==> config.mk <==
export PLATFORM = sky130hd
export DESIGN_NAME = ebpwm_top
export DESIGN_NICKNAME = d
export VERILOG_FILES = /design/src/rtl/ebpwm_pkg.sv /design/src/rtl/ebpwm_timebase.sv /design/src/rtl/ebpwm_deadband.sv /design/src/rtl/ebpwm_top.sv
export VERILOG_INCLUDE_DIRS = /design/src /design/src/rtl
export SDC_FILE = /design/constraint.sdc
export NUM_CORES = 1
export LEC_CHECK = 0
export BUFFER_PORTS_ARGS = -buffer_cell sky130_fd_sc_hd__buf_2
export CORE_ASPECT_RATIO = 0.9
export CORE_UTILIZATION = 44
export DETAILED_ROUTE_END_ITERATION = 8
export SYNTH_ARGS = -nofsm -noshare
export SYNTH_HDL_FRONTEND = slang
export SYNTH_SLANG_ARGS = --single-unit
==> constraint.sdc <==
create_clock -name clk_sys -period 2.68 [get_ports clk_sys]
set_clock_uncertainty 0.1 [all_clocks]
set_input_delay 0.536 -clock clk_sys [delete_from_list [all_inputs] [get_ports clk_sys]]
set_output_delay 0.536 -clock clk_sys [all_outputs]
set_load 0.01 [all_outputs]
==> src/rtl/ebpwm_map.svh <==
// Offsets, fields, reset values and timing counts of the bridge PWM.
// Assumes an 8-bit register port with a 3-bit word address.
`ifndef EBPWM_MAP_SVH
`define EBPWM_MAP_SVH

// Register offsets
`define EBPWM_OFF_CONTROL 3'h0
`define EBPWM_OFF_DUTY_HIGH 3'h1
`define EBPWM_OFF_DUTY_SHADOW 3'h2
`define EBPWM_OFF_PERIOD 3'h3
`define EBPWM_OFF_DEAD_BAND 3'h4
`define EBPWM_OFF_TIMER_CTRL 3'h5
`define EBPWM_OFF_TIMER 3'h6
`define EBPWM_OFF_STATUS 3'h7

// Control register fields
`define EBPWM_CFG_HI 7
`define EBPWM_CFG_LO 6
`define EBPWM_DLB_HI 5
`define EBPWM_DLB_LO 4
`define EBPWM_MODE_HI 3
`define EBPWM_MODE_LO 0
`define EBPWM_MODE_PWM 2'h3
`define EBPWM_CFG_SINGLE 2'h0
`define EBPWM_CFG_FORWARD 2'h1
`define EBPWM_CFG_HALF 2'h2
`define EBPWM_CFG_REVERSE 2'h3

// Dead-band and timer control fields
`define EBPWM_DB_HI 6
`define EBPWM_TCTL_PRE_HI 1
`define EBPWM_TCTL_ON 2
`define EBPWM_TCTL_POST_HI 6
`define EBPWM_TCTL_POST_LO 3
`define EBPWM_PRE_1 2'h0
`define EBPWM_PRE_4 2'h1

// Reset values
`define EBPWM_RST_CONTROL 8'h00
`define EBPWM_RST_BYTE 8'h00
`define EBPWM_RST_PERIOD 8'hFF
`define EBPWM_RST_DEAD_BAND 7'h00
`define EBPWM_RST_TCTL 7'h00

// Timing: the system clock is the oscillator, an instruction cycle is 4 of them
`define EBPWM_CLK_NS 10
`define EBPWM_TOSC_NS 10
`define EBPWM_TOSC_PER_INSTR 4
`define EBPWM_INSTR_CLKS ((`EBPWM_TOSC_PER_INSTR * `EBPWM_TOSC_NS) / `EBPWM_CLK_NS)

`endif

==> src/rtl/ebpwm_pkg.sv <==
// Types shared by the bridge PWM modules.
// Assumes nothing beyond the constants header.
package ebpwm_pkg;

    typedef enum logic [1:0]
    {
        EBPWM_IDLE,
        EBPWM_ARMED,
        EBPWM_RUN
    } ebpwm_state_t;

endpackage

==> src/rtl/ebpwm_timebase.sv <==
// Period timer with 1/4/16 prescaler and period compare.
// Assumes clk_sys is the oscillator clock.
`timescale 1ns/1ns
`include "ebpwm_map.svh"

module ebpwm_timebase
    import ebpwm_pkg::*;
(
    // Clock and reset
    input wire logic clk_sys,
    input wire logic srst,
    // Control
    input wire logic run,
    input wire logic [1:0] pre_sel,
    input wire logic [7:0] period,
    // Time base
    output logic [7:0] period_timer,
    output logic [1:0] fine_bits,
    output logic step,
    output logic boundary
);

    logic [5:0] presc_ff;
    logic [7:0] timer_ff;

    // Step once every 4, 16 or 64 oscillator periods
    always_comb
    begin
        if (pre_sel == `EBPWM_PRE_1)
        begin
            step = run && (presc_ff[1:0] == 2'h3);
            fine_bits = presc_ff[1:0];
        end
        else if (pre_sel == `EBPWM_PRE_4)
        begin
            step = run && (presc_ff[3:0] == 4'hF);
            fine_bits = presc_ff[3:2];
        end
        else
        begin
            step = run && (presc_ff == 6'h3F);
            fine_bits = presc_ff[5:4];
        end
    end

    // Clears on the increment after the timer equals the period
    assign boundary = step && (timer_ff == period);
    assign period_timer = timer_ff;

    always_ff @(posedge clk_sys)
    begin
        if (srst || !run)
            presc_ff <= 6'h00;
        else
            presc_ff <= presc_ff + 6'h01;
    end

    always_ff @(posedge clk_sys)
    begin
        if (srst || !run)
            timer_ff <= 8'h00;
        else if (boundary)
            timer_ff <= 8'h00;
        else if (step)
            timer_ff <= timer_ff + 8'h01;
    end

endmodule

==> src/rtl/ebpwm_deadband.sv <==
// Rising-edge delay for one half-bridge output.
// Assumes level_in is a registered level; the falling edge passes at once.
`timescale 1ns/1ns
`include "ebpwm_map.svh"

module ebpwm_deadband
    import ebpwm_pkg::*;
(
    // Clock and reset
    input wire logic clk_sys,
    input wire logic srst,
    // Level and delay in instruction cycles
    input wire logic level_in,
    input wire logic [6:0] delay,
    // Delayed level
    output logic level_out
);

    logic [8:0] cnt_ff;
    logic out_ff;
    logic [8:0] target;

    assign target = 9'(delay * `EBPWM_INSTR_CLKS);
    assign level_out = out_ff;

    // A delay past the duty never completes
    always_ff @(posedge clk_sys)
    begin
        if (srst || !level_in)
        begin
            cnt_ff <= 9'h000;
            out_ff <= 1'b0;
        end
        else if (cnt_ff == target)
            out_ff <= 1'b1;
        else
            cnt_ff <= cnt_ff + 9'h001;
    end

endmodule

==> src/rtl/ebpwm_top.sv <==
// Enhanced bridge PWM: registers, buffering, duty compare and output steering.
// Assumes a single-cycle register port; pin direction and the
// comparator-2 pin function stay with software.
//
// How it works
// - Up to 10-bit duty, up to four outputs
// - 00 single, 10 half, 01 forward, 11 reverse
// - Zero control write forces outputs inactive
// - Pins used: A; A,B; or A to D
// - Period is (period+1) x 4 Tosc x prescale
// - Prescale selectable as 1, 4, 16
// - After period match: clear, set, copy duty
// - Zero duty never drives output active
// - Half-bridge edges wait for dead band
// - Postscaler does not affect period
// - Duty is high byte plus two low bits
// - Shadow byte read-only while PWM runs
// - Active phase ends on fine duty match
// - Active time is duty x Tosc x prescale
// - Control settings take effect at period boundary
// - Dead band loads at duty or period boundary
// - Start waits for first timer reset
// - Duty beyond period leaves outputs unchanged
// - Forward: A active, B C inactive, D modulated
// - Reverse: C active, A D inactive, B modulated
// - Half-bridge: A modulated, B complement
// - Dead band counts instruction cycles, may suppress
// - Direction change adopted one prescaled instruction before next period
//
// The plain strobed port and the placing of the registers are this design's own decisions.
`timescale 1ns/1ns
`include "ebpwm_map.svh"

module ebpwm_top
    import ebpwm_pkg::*;
(
    // Clock and reset
    input wire logic clk_sys,
    input wire logic srst,
    // Register port
    input wire logic [2:0] reg_addr,
    input wire logic [7:0] reg_wdata,
    input wire logic reg_wr,
    input wire logic reg_rd,
    output logic [7:0] reg_rdata,
    // Bridge outputs and pin ownership
    output logic bridge_out_a,
    output logic bridge_out_b,
    output logic bridge_out_c,
    output logic bridge_out_d,
    output logic bridge_own_a,
    output logic bridge_own_b,
    output logic bridge_own_c,
    output logic bridge_own_d
);

    // Software-visible registers
    logic [7:0] eccp_control_ff;
    logic [7:0] duty_high_byte_ff;
    logic [7:0] duty_shadow_byte_ff;
    logic [7:0] period_register_ff;
    logic [6:0] dead_band_control_ff;
    logic [6:0] timer_ctrl_ff;
    logic [7:0] rdata_ff;

    // Run state, buffered copies in force for the current period, and output flops
    ebpwm_state_t state_ff;
    logic [1:0] cfg_act_ff;
    logic [1:0] pol_act_ff;
    logic [1:0] low_latch_ff;
    logic [7:0] period_act_ff;
    logic [6:0] db_act_ff;
    logic dir_ff;
    logic early_ff;
    logic mod_ff;
    logic [3:0] out_ff;
    logic [3:0] own_ff;

    // Decodes and time base
    logic wr_control;
    logic clear_all;
    logic live_pwm;
    logic running;
    logic [7:0] period_timer;
    logic [1:0] fine_bits;
    logic step;
    logic boundary;
    logic last_step;
    logic duty_match;
    logic [9:0] duty_next;
    logic duty_zero;
    logic duty_over;
    logic mod_eff;
    logic [1:0] db_level;
    logic [3:0] nxt_act;
    logic [3:0] nxt_own;
    logic [3:0] pol_pin;

    assign wr_control = reg_wr && (reg_addr == `EBPWM_OFF_CONTROL);
    assign clear_all = wr_control && (reg_wdata == `EBPWM_RST_CONTROL);
    assign live_pwm = eccp_control_ff[`EBPWM_MODE_HI:`EBPWM_MODE_HI-1] == `EBPWM_MODE_PWM;
    assign running = state_ff == EBPWM_RUN;

    // Postscaler bits stored only, time base ignores them
    ebpwm_timebase u_timebase
    (
        .clk_sys(clk_sys),
        .srst(srst),
        .run(timer_ctrl_ff[`EBPWM_TCTL_ON]),
        .pre_sel(timer_ctrl_ff[`EBPWM_TCTL_PRE_HI:0]),
        .period(period_act_ff),
        .period_timer(period_timer),
        .fine_bits(fine_bits),
        .step(step),
        .boundary(boundary)
    );

    assign last_step = timer_ctrl_ff[`EBPWM_TCTL_ON] && (period_timer == period_act_ff);

    // Ten-bit duty against timer plus fine bits
    assign duty_match = {duty_shadow_byte_ff, low_latch_ff} == {period_timer, fine_bits};

    // Duty that the next period will use
    assign duty_next = {duty_high_byte_ff,
                        eccp_control_ff[`EBPWM_DLB_HI:`EBPWM_DLB_LO]};
    assign duty_zero = duty_next == 10'h000;
    assign duty_over = duty_next > {period_register_ff, 2'h3};

    // Software registers
    always_ff @(posedge clk_sys)
    begin
        if (srst)
            eccp_control_ff <= `EBPWM_RST_CONTROL;
        else if (wr_control)
            eccp_control_ff <= reg_wdata;
    end

    always_ff @(posedge clk_sys)
    begin
        if (srst)
            duty_high_byte_ff <= `EBPWM_RST_BYTE;
        else if (reg_wr && (reg_addr == `EBPWM_OFF_DUTY_HIGH))
            duty_high_byte_ff <= reg_wdata;
    end

    always_ff @(posedge clk_sys)
    begin
        if (srst)
            period_register_ff <= `EBPWM_RST_PERIOD;
        else if (reg_wr && (reg_addr == `EBPWM_OFF_PERIOD))
            period_register_ff <= reg_wdata;
    end

    always_ff @(posedge clk_sys)
    begin
        if (srst)
            dead_band_control_ff <= `EBPWM_RST_DEAD_BAND;
        else if (reg_wr && (reg_addr == `EBPWM_OFF_DEAD_BAND))
            dead_band_control_ff <= reg_wdata[`EBPWM_DB_HI:0];
    end

    always_ff @(posedge clk_sys)
    begin
        if (srst)
            timer_ctrl_ff <= `EBPWM_RST_TCTL;
        else if (reg_wr && (reg_addr == `EBPWM_OFF_TIMER_CTRL))
            timer_ctrl_ff <= reg_wdata[`EBPWM_TCTL_POST_HI:0];
    end

    // Shadow byte: loaded at the boundary, read-only while running
    always_ff @(posedge clk_sys)
    begin
        if (srst)
            duty_shadow_byte_ff <= `EBPWM_RST_BYTE;
        else if (boundary && (state_ff != EBPWM_IDLE))
            duty_shadow_byte_ff <= duty_high_byte_ff;
        else if (reg_wr && (reg_addr == `EBPWM_OFF_DUTY_SHADOW) && !running)
            duty_shadow_byte_ff <= reg_wdata;
    end

    // Run state: enabling arms, the first timer reset starts
    always_ff @(posedge clk_sys)
    begin
        if (srst || clear_all)
            state_ff <= EBPWM_IDLE;
        else
        begin
            case (state_ff)
                EBPWM_IDLE:
                    if (live_pwm)
                        state_ff <= EBPWM_ARMED;
                EBPWM_ARMED:
                    if (!live_pwm)
                        state_ff <= EBPWM_IDLE;
                    else if (boundary)
                        state_ff <= EBPWM_RUN;
                EBPWM_RUN:
                    if (boundary && !live_pwm)
                        state_ff <= EBPWM_IDLE;
                default:
                    state_ff <= EBPWM_IDLE;
            endcase
        end
    end

    // Control fields go live only at the period boundary
    always_ff @(posedge clk_sys)
    begin
        if (srst || clear_all)
        begin
            cfg_act_ff <= `EBPWM_CFG_SINGLE;
            pol_act_ff <= 2'h0;
            low_latch_ff <= 2'h0;
        end
        else if (boundary && (state_ff != EBPWM_IDLE))
        begin
            cfg_act_ff <= eccp_control_ff[`EBPWM_CFG_HI:`EBPWM_CFG_LO];
            pol_act_ff <= eccp_control_ff[`EBPWM_MODE_LO+1:`EBPWM_MODE_LO];
            low_latch_ff <= eccp_control_ff[`EBPWM_DLB_HI:`EBPWM_DLB_LO];
        end
    end

    // Period follows software while idle so the first period is right
    always_ff @(posedge clk_sys)
    begin
        if (srst)
            period_act_ff <= `EBPWM_RST_PERIOD;
        else if ((state_ff == EBPWM_IDLE) || boundary)
            period_act_ff <= period_register_ff;
    end

    // Dead band loads at duty match and again at the period boundary
    always_ff @(posedge clk_sys)
    begin
        if (srst)
            db_act_ff <= `EBPWM_RST_DEAD_BAND;
        else if (boundary || (running && duty_match))
            db_act_ff <= dead_band_control_ff;
    end

    // Direction flips one prescaled instruction before the period ends; the
    // modulated output is held inactive meanwhile to avoid crossed legs
    always_ff @(posedge clk_sys)
    begin
        if (srst || clear_all)
        begin
            dir_ff <= 1'b0;
            early_ff <= 1'b0;
        end
        else if (boundary)
            early_ff <= 1'b0;
        else if (running && last_step && cfg_act_ff[`EBPWM_CFG_LO]
                 && eccp_control_ff[`EBPWM_CFG_LO]
                 && (eccp_control_ff[`EBPWM_CFG_HI] != dir_ff))
        begin
            dir_ff <= eccp_control_ff[`EBPWM_CFG_HI];
            early_ff <= 1'b1;
        end
        else if (state_ff != EBPWM_RUN)
            dir_ff <= eccp_control_ff[`EBPWM_CFG_HI];
    end

    // Modulated level: set at the boundary, cleared on the fine duty match
    always_ff @(posedge clk_sys)
    begin
        if (srst || clear_all)
            mod_ff <= 1'b0;
        else if (!live_pwm && (state_ff == EBPWM_IDLE))
            mod_ff <= 1'b0;
        else if (boundary && (state_ff != EBPWM_IDLE))
        begin
            if (duty_over)
                mod_ff <= mod_ff;
            else
                mod_ff <= !duty_zero;
        end
        else if (running && duty_match)
            mod_ff <= 1'b0;
    end

    assign mod_eff = mod_ff && !early_ff && !(running && duty_match);

    // Half-bridge legs, each with its own rising-edge delay
    genvar g;
    generate
        for (g = 0; g < 2; g = g + 1)
        begin : g_leg
            ebpwm_deadband u_db
            (
                .clk_sys(clk_sys),
                .srst(srst),
                .level_in(running && (g == 0 ? mod_eff : !mod_eff)),
                .delay(db_act_ff),
                .level_out(db_level[g])
            );
        end
    endgenerate

    // Steering of the active levels and pin ownership
    always_comb
    begin
        nxt_act = 4'h0;
        nxt_own = 4'h0;
        if (state_ff != EBPWM_IDLE)
        begin
            case (cfg_act_ff)
                `EBPWM_CFG_SINGLE:
                begin
                    nxt_own = 4'h1;
                    nxt_act = {3'h0, running && mod_eff};
                end
                `EBPWM_CFG_HALF:
                begin
                    nxt_own = 4'h3;
                    nxt_act = {2'h0, db_level[1], db_level[0]};
                end
                default:
                begin
                    nxt_own = 4'hF;
                    if (running && !dir_ff)
                        nxt_act = {mod_eff, 2'h0, 1'b1};
                    else if (running)
                        nxt_act = {1'b0, 1'b1, mod_eff, 1'b0};
                end
            endcase
        end
    end

    // A and C share one polarity bit, B and D the other
    assign pol_pin = {pol_act_ff[0], pol_act_ff[1], pol_act_ff[0], pol_act_ff[1]};

    generate
        for (g = 0; g < 4; g = g + 1)
        begin : g_pin
            always_ff @(posedge clk_sys)
            begin
                if (srst || clear_all)
                begin
                    out_ff[g] <= 1'b0;
                    own_ff[g] <= 1'b0;
                end
                else
                begin
                    out_ff[g] <= nxt_act[g] ^ pol_pin[g];
                    own_ff[g] <= nxt_own[g];
                end
            end
        end
    endgenerate

    assign bridge_out_a = out_ff[0];
    assign bridge_out_b = out_ff[1];
    assign bridge_out_c = out_ff[2];
    assign bridge_out_d = out_ff[3];
    assign bridge_own_a = own_ff[0];
    assign bridge_own_b = own_ff[1];
    assign bridge_own_c = own_ff[2];
    assign bridge_own_d = own_ff[3];

    // Read data one cycle after the strobe, else zero
    always_ff @(posedge clk_sys)
    begin
        if (srst || !reg_rd)
            rdata_ff <= 8'h00;
        else
        begin
            case (reg_addr)
                `EBPWM_OFF_CONTROL: rdata_ff <= eccp_control_ff;
                `EBPWM_OFF_DUTY_HIGH: rdata_ff <= duty_high_byte_ff;
                `EBPWM_OFF_DUTY_SHADOW: rdata_ff <= duty_shadow_byte_ff;
                `EBPWM_OFF_PERIOD: rdata_ff <= period_register_ff;
                `EBPWM_OFF_DEAD_BAND: rdata_ff <= {1'b0, dead_band_control_ff};
                `EBPWM_OFF_TIMER_CTRL: rdata_ff <= {1'b0, timer_ctrl_ff};
                `EBPWM_OFF_TIMER: rdata_ff <= period_timer;
                `EBPWM_OFF_STATUS: rdata_ff <= {4'h0, early_ff, dir_ff,
                                                running, state_ff == EBPWM_ARMED};
                default: rdata_ff <= 8'h00;
            endcase
        end
    end

    assign reg_rdata = rdata_ff;

endmodule

==> out/qor.txt, run 1 <==
outcome - completed
area share of the leading cell type in the synthesized netlist - 0.418
H-tree level count - 4
source of the worst register-to-register timing path - u_timebase.presc_ff[0]$_SDFF_PP0_
Starting DRT DRC Count - 412
number of setup buffers added after CTS - 0
class of the most critical hold timing path - primary input to flip-flop
Cell Count Post-Placement - 833
synthesized flop and latch total - 120
Register-to-Register Setup Slack - 0.32 ns
Yosys warning total - 0
share of cells above drive strength 1 - 0.130
Nets - 717
synthesized netlist cell count - 658
Root Driver - sky130_fd_sc_hd__clkbuf_16
DRT Wirelength - 15900 um
Synth Flop Type - sky130_fd_sc_hd__dfxtp_1
final-report max-slew violation count - 0
routed len/inst - 18.4 um
RePlAce Congestion - 0.864
initial cell density of the core - 0.453
non-filler instance count after layout - 865
net count after synthesis - 687
layout overhead on the synthesized area - 16.7%
Die Ht - 110 um
vias in the first global route - 4729
count of unresolved DRC violations after routing - 0
total die area - 13500 um2
count of standard-cell rows - 39
Die W - 122 um
endpoint kind of the worst setup timing path - flip-flop
Core Region - 12700 um2
Congestion Overflow GR - 0
FF+latch area - 2400 um2
sum of negative setup slack - 0 ns
diode insertion count for antenna repair - 0
Min-Delay Path Depth - 3
total setup violations reported at the end of the flow - 0
Fmax - 424 MHz
filler instances - 1183
number of cell instances on the worst register-to-register path - 7
count of pins on the block boundary - 31
initial antenna violation count - 0
number of enable flip-flop cells after synthesis - 0
detailed-router iteration count before antenna repair - 4
final hold violation count - 0
CP max FO - 16
overall track demand over capacity in global routing - 0.260
fraction of registers with async set/reset - 0
area of the multi-input gates - 3120 um2
quantity of gates resized following cts - 0
clock insertion delay at the later pin of the skew report - 0.43 ns
synth top area cells - sky130_fd_sc_hd__dfxtp_1 (42%), sky130_fd_sc_hd__xor2_1 (7.8%), sky130_fd_sc_hd__mux2i_1 (7.3%), sky130_fd_sc_hd__nor2_1 (6.9%), sky130_fd_sc_hd__nand2_1 (4.5%)
final HPWL from detailed placement - 11300 um
crit start category - flip-flop
Leak - 2.91 nW
terminus of the critical flop-to-flop path - period_act_ff[3]$_SDFFE_PP1P_
clock tree from TritonCTS - done
post-layout minimum cycle time - 2.36 ns
count of buffers from port buffering - 30
maximum number of pins on one net before global-route repair - 41
wire length of the first global-routing pass - 25700 um
number of buffers added by the clock tree synthesis step - 17
clock sink count - 120
required time reported for the critical path endpoint - 2.90 ns
startpoint-to-endpoint class of the critical path - flip-flop to flip-flop
worst slew pin tran - 0.912 ns
Hold Crit Start - reg_wdata[7]
power per unit of standard cell area - 661 nW/um2
cell taking the most area after synthesis - sky130_fd_sc_hd__dfxtp_1
maximum buffer depth of the clock tree - 2
distinct cell type count after synthesis - 58
Peak VDD IR - 586 uV
CTS Hold Bufs - 0
post-detailed-route count of antenna-violating nets - 0
mean area per synthesized cell - 8.73 um2
setup repair after global routing missed its margin - false
Hold Path Sink - duty_high_byte_ff[7]$_SDFFE_PP0P_
summed instance area of the synthesized netlist - 5740 um2
via density per instance - 5.63
arrival time reported for the critical path endpoint - 2.58 ns
final worst-path cycle share - 0.881
reported max-cap violation count - 0
via count - 4874
max_slew headroom - 0.390
sequential element share of the synthesized area - 0.418
clock transition at the registers of the reported paths - 0.06 ns
cell families (layout without fill, tap and decap cells):
group	count (synthesis)	count (layout)	synth area share
XOR/XNOR	59	59	0.0900
adder cells (fa/ha/maj)	14	14	0.0305
AO/OA/AOI/OAI	99	99	0.118
AND/OR/NAND/NOR	260	260	0.210
buffers and inverters	55	98	0.0379
flip-flops	120	120	0.418
multiplexers	51	51	0.0954
synthesized netlist by cell type, types with 4 or more instances:
master,instances
sky130_fd_sc_hd__a211o_1,8
sky130_fd_sc_hd__xnor2_1,8
sky130_fd_sc_hd__nand2_1,69
sky130_fd_sc_hd__inv_1,21
sky130_fd_sc_hd__dfxtp_1,120
sky130_fd_sc_hd__a221oi_1,4
sky130_fd_sc_hd__mux2_2,6
sky130_fd_sc_hd__a21oi_1,37
sky130_fd_sc_hd__buf_2,6
sky130_fd_sc_hd__nor4_1,9
sky130_fd_sc_hd__nor2b_1,9
sky130_fd_sc_hd__o21ai_0,13
sky130_fd_sc_hd__ha_1,14
sky130_fd_sc_hd__a211oi_1,10
sky130_fd_sc_hd__xor2_1,51
sky130_fd_sc_hd__mux2i_1,42
sky130_fd_sc_hd__nor2_1,105
sky130_fd_sc_hd__nand2b_1,6
sky130_fd_sc_hd__nand4_1,18
sky130_fd_sc_hd__and3_1,11
sky130_fd_sc_hd__nand3b_1,8
sky130_fd_sc_hd__nand3_1,12
sky130_fd_sc_hd__clkbuf_1,23
cell usage in the layout, fill, tap and decap left out, types with 11 or more instances in the layout:
cell type	Yosys	layout
sky130_fd_sc_hd__mux2i_1	42	42
sky130_fd_sc_hd__ha_1	14	14
sky130_fd_sc_hd__o21ai_0	13	13
sky130_fd_sc_hd__nand3_1	12	12
sky130_fd_sc_hd__buf_2	6	30
sky130_fd_sc_hd__and3_1	11	11
sky130_fd_sc_hd__nand2_1	69	69
sky130_fd_sc_hd__dfxtp_1	120	120
sky130_fd_sc_hd__buf_4	1	13
sky130_fd_sc_hd__a21oi_1	37	37
sky130_fd_sc_hd__nor2_1	105	105
sky130_fd_sc_hd__xor2_1	51	51
sky130_fd_sc_hd__nand4_1	18	18
sky130_fd_sc_hd__inv_1	21	21
sky130_fd_sc_hd__clkbuf_16	0	17
worst max-delay path, cell delays in order (launching register included):
cell                       delay [ns]
sky130_fd_sc_hd__dfxtp_1         0.35
sky130_fd_sc_hd__ha_1            0.25
sky130_fd_sc_hd__nand2_1         0.12
sky130_fd_sc_hd__a221oi_4        0.07
sky130_fd_sc_hd__and3_1          0.24
sky130_fd_sc_hd__nor2_1          0.71
sky130_fd_sc_hd__nor2_1          0.11
sky130_fd_sc_hd__a211o_1         0.30
cell type report:
class	instances	area share
tap	164	0.0306
multi-input combinational	483	0.466
clock inverter	13	0.0250
timing repair buffer	44	0.0400
clock buffer	19	0.0676
sequential	120	0.359
inverter	22	0.0123
stage by stage:
step	total power, mW	hold WS, ns	cell area (um2)	worst slack (ns)	util
2_1_floorplan	1.99	0.326	5740	0.550	-
4_1_cts	4.46	0.307	6700	0.323	0.528
5_1_grt	4.57	0.315	6700	0.134	0.528
3_3_place_gp	2.07	0.344	6080	0.428	0.479
6_report	4.43	0.325	6700	0.319	0.528
3_5_place_dp	2.07	0.354	6080	0.355	0.479
power by group:
group / total (mW) / switching, mW / internal [mW]
registers: 1.84 / 0.0268 / 1.81
logic: 0.204 / 0.130 / 0.0744
clock network: 2.39 / 0.875 / 1.52
total: 4.43 / 1.03 / 3.40
routing by layer:
layer  track usage  part of all wire
met1         0.360              0.48
met4         0.111             0.021
met5             0                 0
met2         0.370              0.41
met3        0.0782             0.084
registers in the layout, summed over array words and instances, names as in the netlist, 2 cells and up:
register	count
cfg_act_ff	2
duty_high_byte_ff	8
reg_rdata	8
low_latch_ff	2
g_leg.u_db.level_out	2
db_act_ff	7
state_ff	2
pol_act_ff	2
eccp_control_ff	8
timer_ctrl_ff	7
period_register_ff	8
g_leg.u_db.cnt_ff	18
dead_band_control_ff	7
u_timebase.presc_ff	6
duty_shadow_byte_ff	8
u_timebase.period_timer	8
period_act_ff	8
worst max path at each step:
stage                                                  from                             to  cells after the start
after floorplan                                 reg_addr[0]        reg_rdata[6]$_SDFF_PP0_                      6
after global placement                          reg_addr[0]        reg_rdata[1]$_SDFF_PP0_                      8
after detailed placement  u_timebase.presc_ff[0]$_SDFF_PP0_  period_act_ff[3]$_SDFFE_PP1P_                      7
after CTS                 u_timebase.presc_ff[0]$_SDFF_PP0_  period_act_ff[3]$_SDFFE_PP1P_                      7
after global routing      u_timebase.presc_ff[0]$_SDFF_PP0_  period_act_ff[2]$_SDFFE_PP1P_                      7
final                     u_timebase.presc_ff[0]$_SDFF_PP0_  period_act_ff[3]$_SDFFE_PP1P_                      7
No activity file was read; power rests on OpenSTA's default activity.
==> inputs of run 2 (changes only) <==
--- a/config.mk
+++ b/config.mk
@@ -9,2 +9,3 @@
 export BUFFER_PORTS_ARGS = -buffer_cell sky130_fd_sc_hd__buf_2
+export CAP_MARGIN = 20
 export CORE_ASPECT_RATIO = 0.9
==> constraint.sdc (replaced) <==
create_clock -name clk_sys -period 2 [get_ports clk_sys]
set_clock_uncertainty 0.1 [all_clocks]
set_input_delay 0 -clock clk_sys [delete_from_list [all_inputs] [get_ports clk_sys]]
set_output_delay 0 -clock clk_sys [all_outputs]
set_load 0.01 [all_outputs]
==> run 2 against run 1 <==
  * The run now ends with setup timing left
  * Global-route usage up 0.38 points
  * Fmax is 17% higher
  * Combinational power grew 59%
  * Setup slack worse by 0.33 ns
  * Core utilization is 6.1 points higher
  * Worst hold slack worse by 0.28 ns
  * First-iteration DRC count down 6.8%
  * Routed wire length up 6.3%
  * Cell area is 12% higher
  * Critical path type unchanged
  * Largest power group unchanged
==> out/qor.txt, run 2 (synthesis gave the netlist of run 1 again) <==
clock sink count - 120
count of standard-cell rows - 39
FF+latch area - 2410 um2
part of the total power dissipated in the clock network - 0.570
initial cell density of the core - 0.453
max incr delay on CP - 0.33 ns
most numerous cell on the critical path - sky130_fd_sc_hd__buf_6
number of buffers added by the clock tree synthesis step - 17
Net Switching - 1.37 mW
diode insertion count for antenna repair - 0
via count - 5164
final hold violation count - 0
detailed-router iteration count before antenna repair - 5
DRT Wirelength - 16900 um
wire length of the first global-routing pass - 26200 um
flip-flop count of the largest register after layout - 18
area of the multi-input gates - 3260 um2
Fmax - 496 MHz
filler instances - 1154
required time reported for the critical path endpoint - 2.21 ns
count of buffers from port buffering - 30
RePlAce Congestion - 0.890
Core Region - 12700 um2
max_slew headroom - 0.707
leading cell type in the layout, fill and taps excluded - sky130_fd_sc_hd__dfxtp_1
setup repair after global routing missed its margin - true
post-detailed-route count of antenna-violating nets - 0
crit start category - flip-flop
overall track demand over capacity in global routing - 0.263
layout overhead on the synthesized area - 30.2%
endpoint kind of the worst setup timing path - flip-flop
final HPWL from detailed placement - 12000 um
Int Power - 5.09 mW
total die area - 13500 um2
worst slew pin tran - 0.435 ns
vias in the first global route - 4828
Nets - 784
Final Hold Slack - 0.0455 ns
clock transition at the registers of the reported paths - 0.06 ns
commonest cells after routing, fill and taps aside - sky130_fd_sc_hd__dfxtp_1 (112), sky130_fd_sc_hd__nor2_1 (99), sky130_fd_sc_hd__nand2_1 (68), sky130_fd_sc_hd__buf_4 (61), sky130_fd_sc_hd__xor2_1 (49)
CP max FO - 4
sum of negative setup slack - -0.0552 ns
standard cell with the maximum stage delay on the critical path - sky130_fd_sc_hd__dfxtp_2
Starting DRT DRC Count - 384
outcome - complete, but fails checks
share of power burned in combinational logic - 0.050
Die Ht - 110 um
Congestion Overflow GR - 0
clock insertion delay at the later pin of the skew report - 0.43 ns
initial antenna violation count - 0
routed len/inst - 18.1 um
share of cells above drive strength 1 - 0.221
count of unresolved DRC violations after routing - 0
maximum number of pins on one net before global-route repair - 38
overall power after layout - 6.46 mW
total setup violations reported at the end of the flow - 7
Leak - 3.30 nW
Largest Register - g_leg.u_db.cnt_ff
class of the most critical hold timing path - primary input to flip-flop
via density per instance - 5.54
clock tree from TritonCTS - done
fraction of power spent switching nets - 0.213
worst setup slack after layout - -0.0144 ns
final-report max-slew violation count - 0
post-layout minimum cycle time - 2.01 ns
count of pins on the block boundary - 31
register share of total power - 0.380
violations in the final reports - setup timing
H-tree level count - 4
Root Driver - sky130_fd_sc_hd__clkbuf_16
startpoint-to-endpoint class of the critical path - flip-flop to flip-flop
Peak VDD IR - 613 uV
maximum buffer depth of the clock tree - 2
Cell Chain, Critical Path - buf_6, xor2_2, nor3_2, buf_4, o2111ai_4, buf_6, o211ai_1, nand3_1, nor3b_1
final worst-path cycle share - 1.01
power per unit of standard cell area - 864 nW/um2
reported max-cap violation count - 0
arrival time reported for the critical path endpoint - 2.22 ns
Die W - 122 um
[run 2: critical path, delay by kind of cell (launching register included)]
kind / cells / cell delay [ns]
compound gates: 2 / 0.34
buf+inv: 3 / 0.46
flops: 1 / 0.33
simple gates: 3 / 0.50
xor+xnor: 1 / 0.15
[run 2: layout make-up]
| cell class | count | share of cell area |
|---|---|---|
| flip-flops and latches | 120 | 0.323 |
| inverters | 22 | 0.0110 |
| well taps | 164 | 0.0274 |
| multi-input cells | 483 | 0.436 |
| clock buffers | 21 | 0.0616 |
| clock inverters | 11 | 0.0323 |
| repair buffers | 111 | 0.109 |
[run 2: metrics by stage]
step / setup slack [ns] / std cells / instance area (um2) / util
after global placement: -0.106 / 881 / 6480 / 0.511
after floorplan: -0.00112 / 658 / 5790 / -
after global routing: -0.123 / 932 / 7480 / 0.589
after detailed placement: -0.149 / 881 / 6480 / 0.511
final: -0.0144 / 932 / 7480 / 0.589
after CTS: 0.000960 / 927 / 7350 / 0.579
[run 2: path summary, 6_finish.rpt]
check,cells past startpoint,slack (ns),end,start
min,3,0.05,reg_rdata[0]$_SDFF_PP0_,reg_addr[2]
max reg2reg,9,-0.01,bridge_out_a$_SDFF_PP0_,u_timebase.period_timer[3]$_SDFFE_PP0P_
min reg2reg,2,0.35,g_leg[1].u_db.level_out$_SDFFE_PP0N_,g_leg[1].u_db.level_out$_SDFFE_PP0N_
max,9,-0.01,bridge_out_a$_SDFF_PP0_,u_timebase.period_timer[3]$_SDFFE_PP0P_
[run 2: power groups by stage]
stage	Sequential, mW	Combinational, mW	Clock (mW)
6_report	2.45	0.325	3.68
3_3_place_gp	2.50	0.294	0
5_1_grt	2.46	0.349	3.82
2_1_floorplan	2.50	0.171	0
3_5_place_dp	2.50	0.298	0
4_1_cts	2.45	0.319	3.73
[run 2: timing repair]
item	4_1_cts	5_1_grt
setup endpoints to repair	38	43
pin swaps	3	20
hold buffers	13	0
gates cloned	0	1
endpoints found under the hold margin	51	0
buffers inserted	1	5
resized for setup	8	26
[run 2: metal layers]
layer,global-route usage,up-vias,part of all wire
met5,0,-,0
met4,0.123,0,0.028
met3,0.0545,33,0.074
met2,0.390,183,0.44
met1,0.365,2468,0.46
li1,-,2480,-
==> inputs of run 3 (changes only) <==
GPL_TIMING_DRIVEN = 0   (was default)
==> run 3 against run 2 <==
  * The flow still finishes with violations (setup timing)
  * Routed wire length increased by 0.73%
  * Setup slack got worse by 0.068 ns
  * Combinational power decreased by 4%
  * Critical endpoint is now bridge_out_d$_SDFF_PP0_
==> out/qor.txt, run 3 (synthesis gave the netlist of run 1 again) <==
outcome - complete, but fails checks
violations in the final reports - setup timing
most heavily used metal layer in global routing - met2
overall track demand over capacity in global routing - 0.260
final worst-path cycle share - 1.04
Layout Cell Area excl Fill - 7280 um2
total cell area at the placement stage - 6140 um2
Leak - 3.13 nW
share of cells above drive strength 1 - 0.208
source of the worst register-to-register timing path - timer_ctrl_ff[0]$_SDFFE_PP0P_
clock transition at the registers of the reported paths - 0.05 ns
Root Driver - sky130_fd_sc_hd__clkbuf_16
maximum number of pins on one net before global-route repair - 17
routed len/inst - 18.6 um
worst setup slack after layout - -0.0827 ns
total setup violations reported at the end of the flow - 8
initial antenna violation count - 0
clock tree from TritonCTS - done
M2 GR Usage - 0.397
setup repair after global routing missed its margin - true
required time reported for the critical path endpoint - 2.25 ns
detailed-router iteration count before antenna repair - 6
startpoint-to-endpoint class of the critical path - flip-flop to flip-flop
layout overhead on the synthesized area - 26.7%
Core Region - 12700 um2
leading cell type in the layout, fill and taps excluded - sky130_fd_sc_hd__dfxtp_1
overall power after layout - 5.78 mW
count of standard-cell rows - 39
Peak VDD IR - 580 uV
initial cell density of the core - 0.453
post-layout minimum cycle time - 2.08 ns
diode insertion count for antenna repair - 0
filler instances - 1104
via count - 5142
RePlAce Congestion - 0.954
max_slew headroom - 0.549
class of the most critical hold timing path - primary input to flip-flop
endpoint kind of the worst setup timing path - flip-flop
wire length of the first global-routing pass - 25600 um
clock insertion delay at the later pin of the skew report - 0.42 ns
count of buffers from port buffering - 29
Starting DRT DRC Count - 589
Fmax - 480 MHz
flip-flop count of the largest register after layout - 18
final HPWL from detailed placement - 11800 um
arrival time reported for the critical path endpoint - 2.33 ns
start point of the critical path - timer_ctrl_ff[0]$_SDFFE_PP0P_
total die area - 13500 um2
area of the multi-input gates - 3360 um2
reported max-cap violation count - 0
power per unit of standard cell area - 795 nW/um2
Hold Crit Start - srst
clock sink count - 120
count of pins on the block boundary - 31
vias in the first global route - 4771
DRT Wirelength - 17000 um
final-report max-slew violation count - 0
Congestion Overflow GR - 0
post-detailed-route count of antenna-violating nets - 0
met1 global-route usage - 0.344
Finished Core Util - 0.573
CP max FO - 4
H-tree level count - 4
number of buffers added by the clock tree synthesis step - 17
Die Ht - 110 um
final hold violation count - 0
global routing usage on met3 - 0.0828
FF+latch area - 2430 um2
commonest cells after routing, fill and taps aside - sky130_fd_sc_hd__dfxtp_1 (108), sky130_fd_sc_hd__nor2_1 (95), sky130_fd_sc_hd__nand2_1 (68), sky130_fd_sc_hd__xor2_1 (47), sky130_fd_sc_hd__mux2i_1 (41)
crit start category - flip-flop
Nets - 765
via density per instance - 5.63
count of unresolved DRC violations after routing - 0
Largest Register - g_leg.u_db.cnt_ff
Die W - 122 um
maximum buffer depth of the clock tree - 2
worst slew pin tran - 0.677 ns
[run 3: changes by cell type in the layout (fill, tap and decap cells not counted), sizes merged, moves of 2 or more]
cell / change
buf: -38
clkbuf: +24
bufinv: -6
clkinv: +5
clkinvlp: -2
dlygate4sd3: -2
[run 3: per-layer routing]
metal,share of wire,up-vias
met2,0.44,235
met3,0.093,44
li1,-,2433
met5,0,-
met4,0.022,0
met1,0.44,2430
[run 3: power by group]
part	internal, mW	total, mW	switching (mW)
registers	2.42	2.45	0.0340
clock network	1.96	3.02	1.06
logic	0.118	0.311	0.193
[run 3: path summary, 6_finish.rpt]
check / endpoint / slack, ns / cells past startpoint
setup / recovery: bridge_out_d$_SDFF_PP0_ / -0.08 / 6
hold / removal: u_timebase.presc_ff[1]$_SDFF_PP0_ / 0.02 / 3
setup reg to reg: bridge_out_d$_SDFF_PP0_ / -0.08 / 6
hold reg to reg: g_leg[1].u_db.level_out$_SDFFE_PP0N_ / 0.36 / 2
[run 3: cell type report]
class | count | share of cell area
plain buffers | 29 | 0.0222
clock buffers | 25 | 0.0736
clock inverters | 7 | 0.00860
inverters | 22 | 0.0113
multi-input cells | 484 | 0.462
flip-flops and latches | 120 | 0.334
well taps | 164 | 0.0282
repair buffers | 62 | 0.0598
[run 3: stage by stage]
stage / hold WS, ns / instances / setup slack [ns] / TNS, ns
2_1_floorplan: 0.0210 / 658 / -0.00112 / -0.00112
6_report: 0.0175 / 913 / -0.0827 / -0.179
3_5_place_dp: 0.213 / 851 / -0.625 / -23.08
4_1_cts: 0.00177 / 903 / -0.0725 / -0.0830
5_1_grt: 0.0535 / 913 / -0.143 / -1.32
3_3_place_gp: 0.206 / 851 / -0.619 / -21.12
[run 3: critical path, cell delays in order, from the launching register on]
cell,delay (ns)
sky130_fd_sc_hd__dfxtp_4,0.36
sky130_fd_sc_hd__mux2i_2,0.23
sky130_fd_sc_hd__mux2_4,0.35
sky130_fd_sc_hd__o2111ai_4,0.29
sky130_fd_sc_hd__o21ai_4,0.09
sky130_fd_sc_hd__or4_4,0.42
sky130_fd_sc_hd__a21oi_2,0.16
[run 3: what timing repair did]
| item | in CTS | in global routing |
|---|---|---|
| endpoints found under the hold margin | 52 | 0 |
| buffers inserted | 13 | 9 |
| endpoints found under the setup margin | 62 | 68 |
| hold buffers | 11 | 0 |
| gates cloned | 0 | 1 |
| pin swaps | 11 | 17 |
| resized for setup | 30 | 57 |
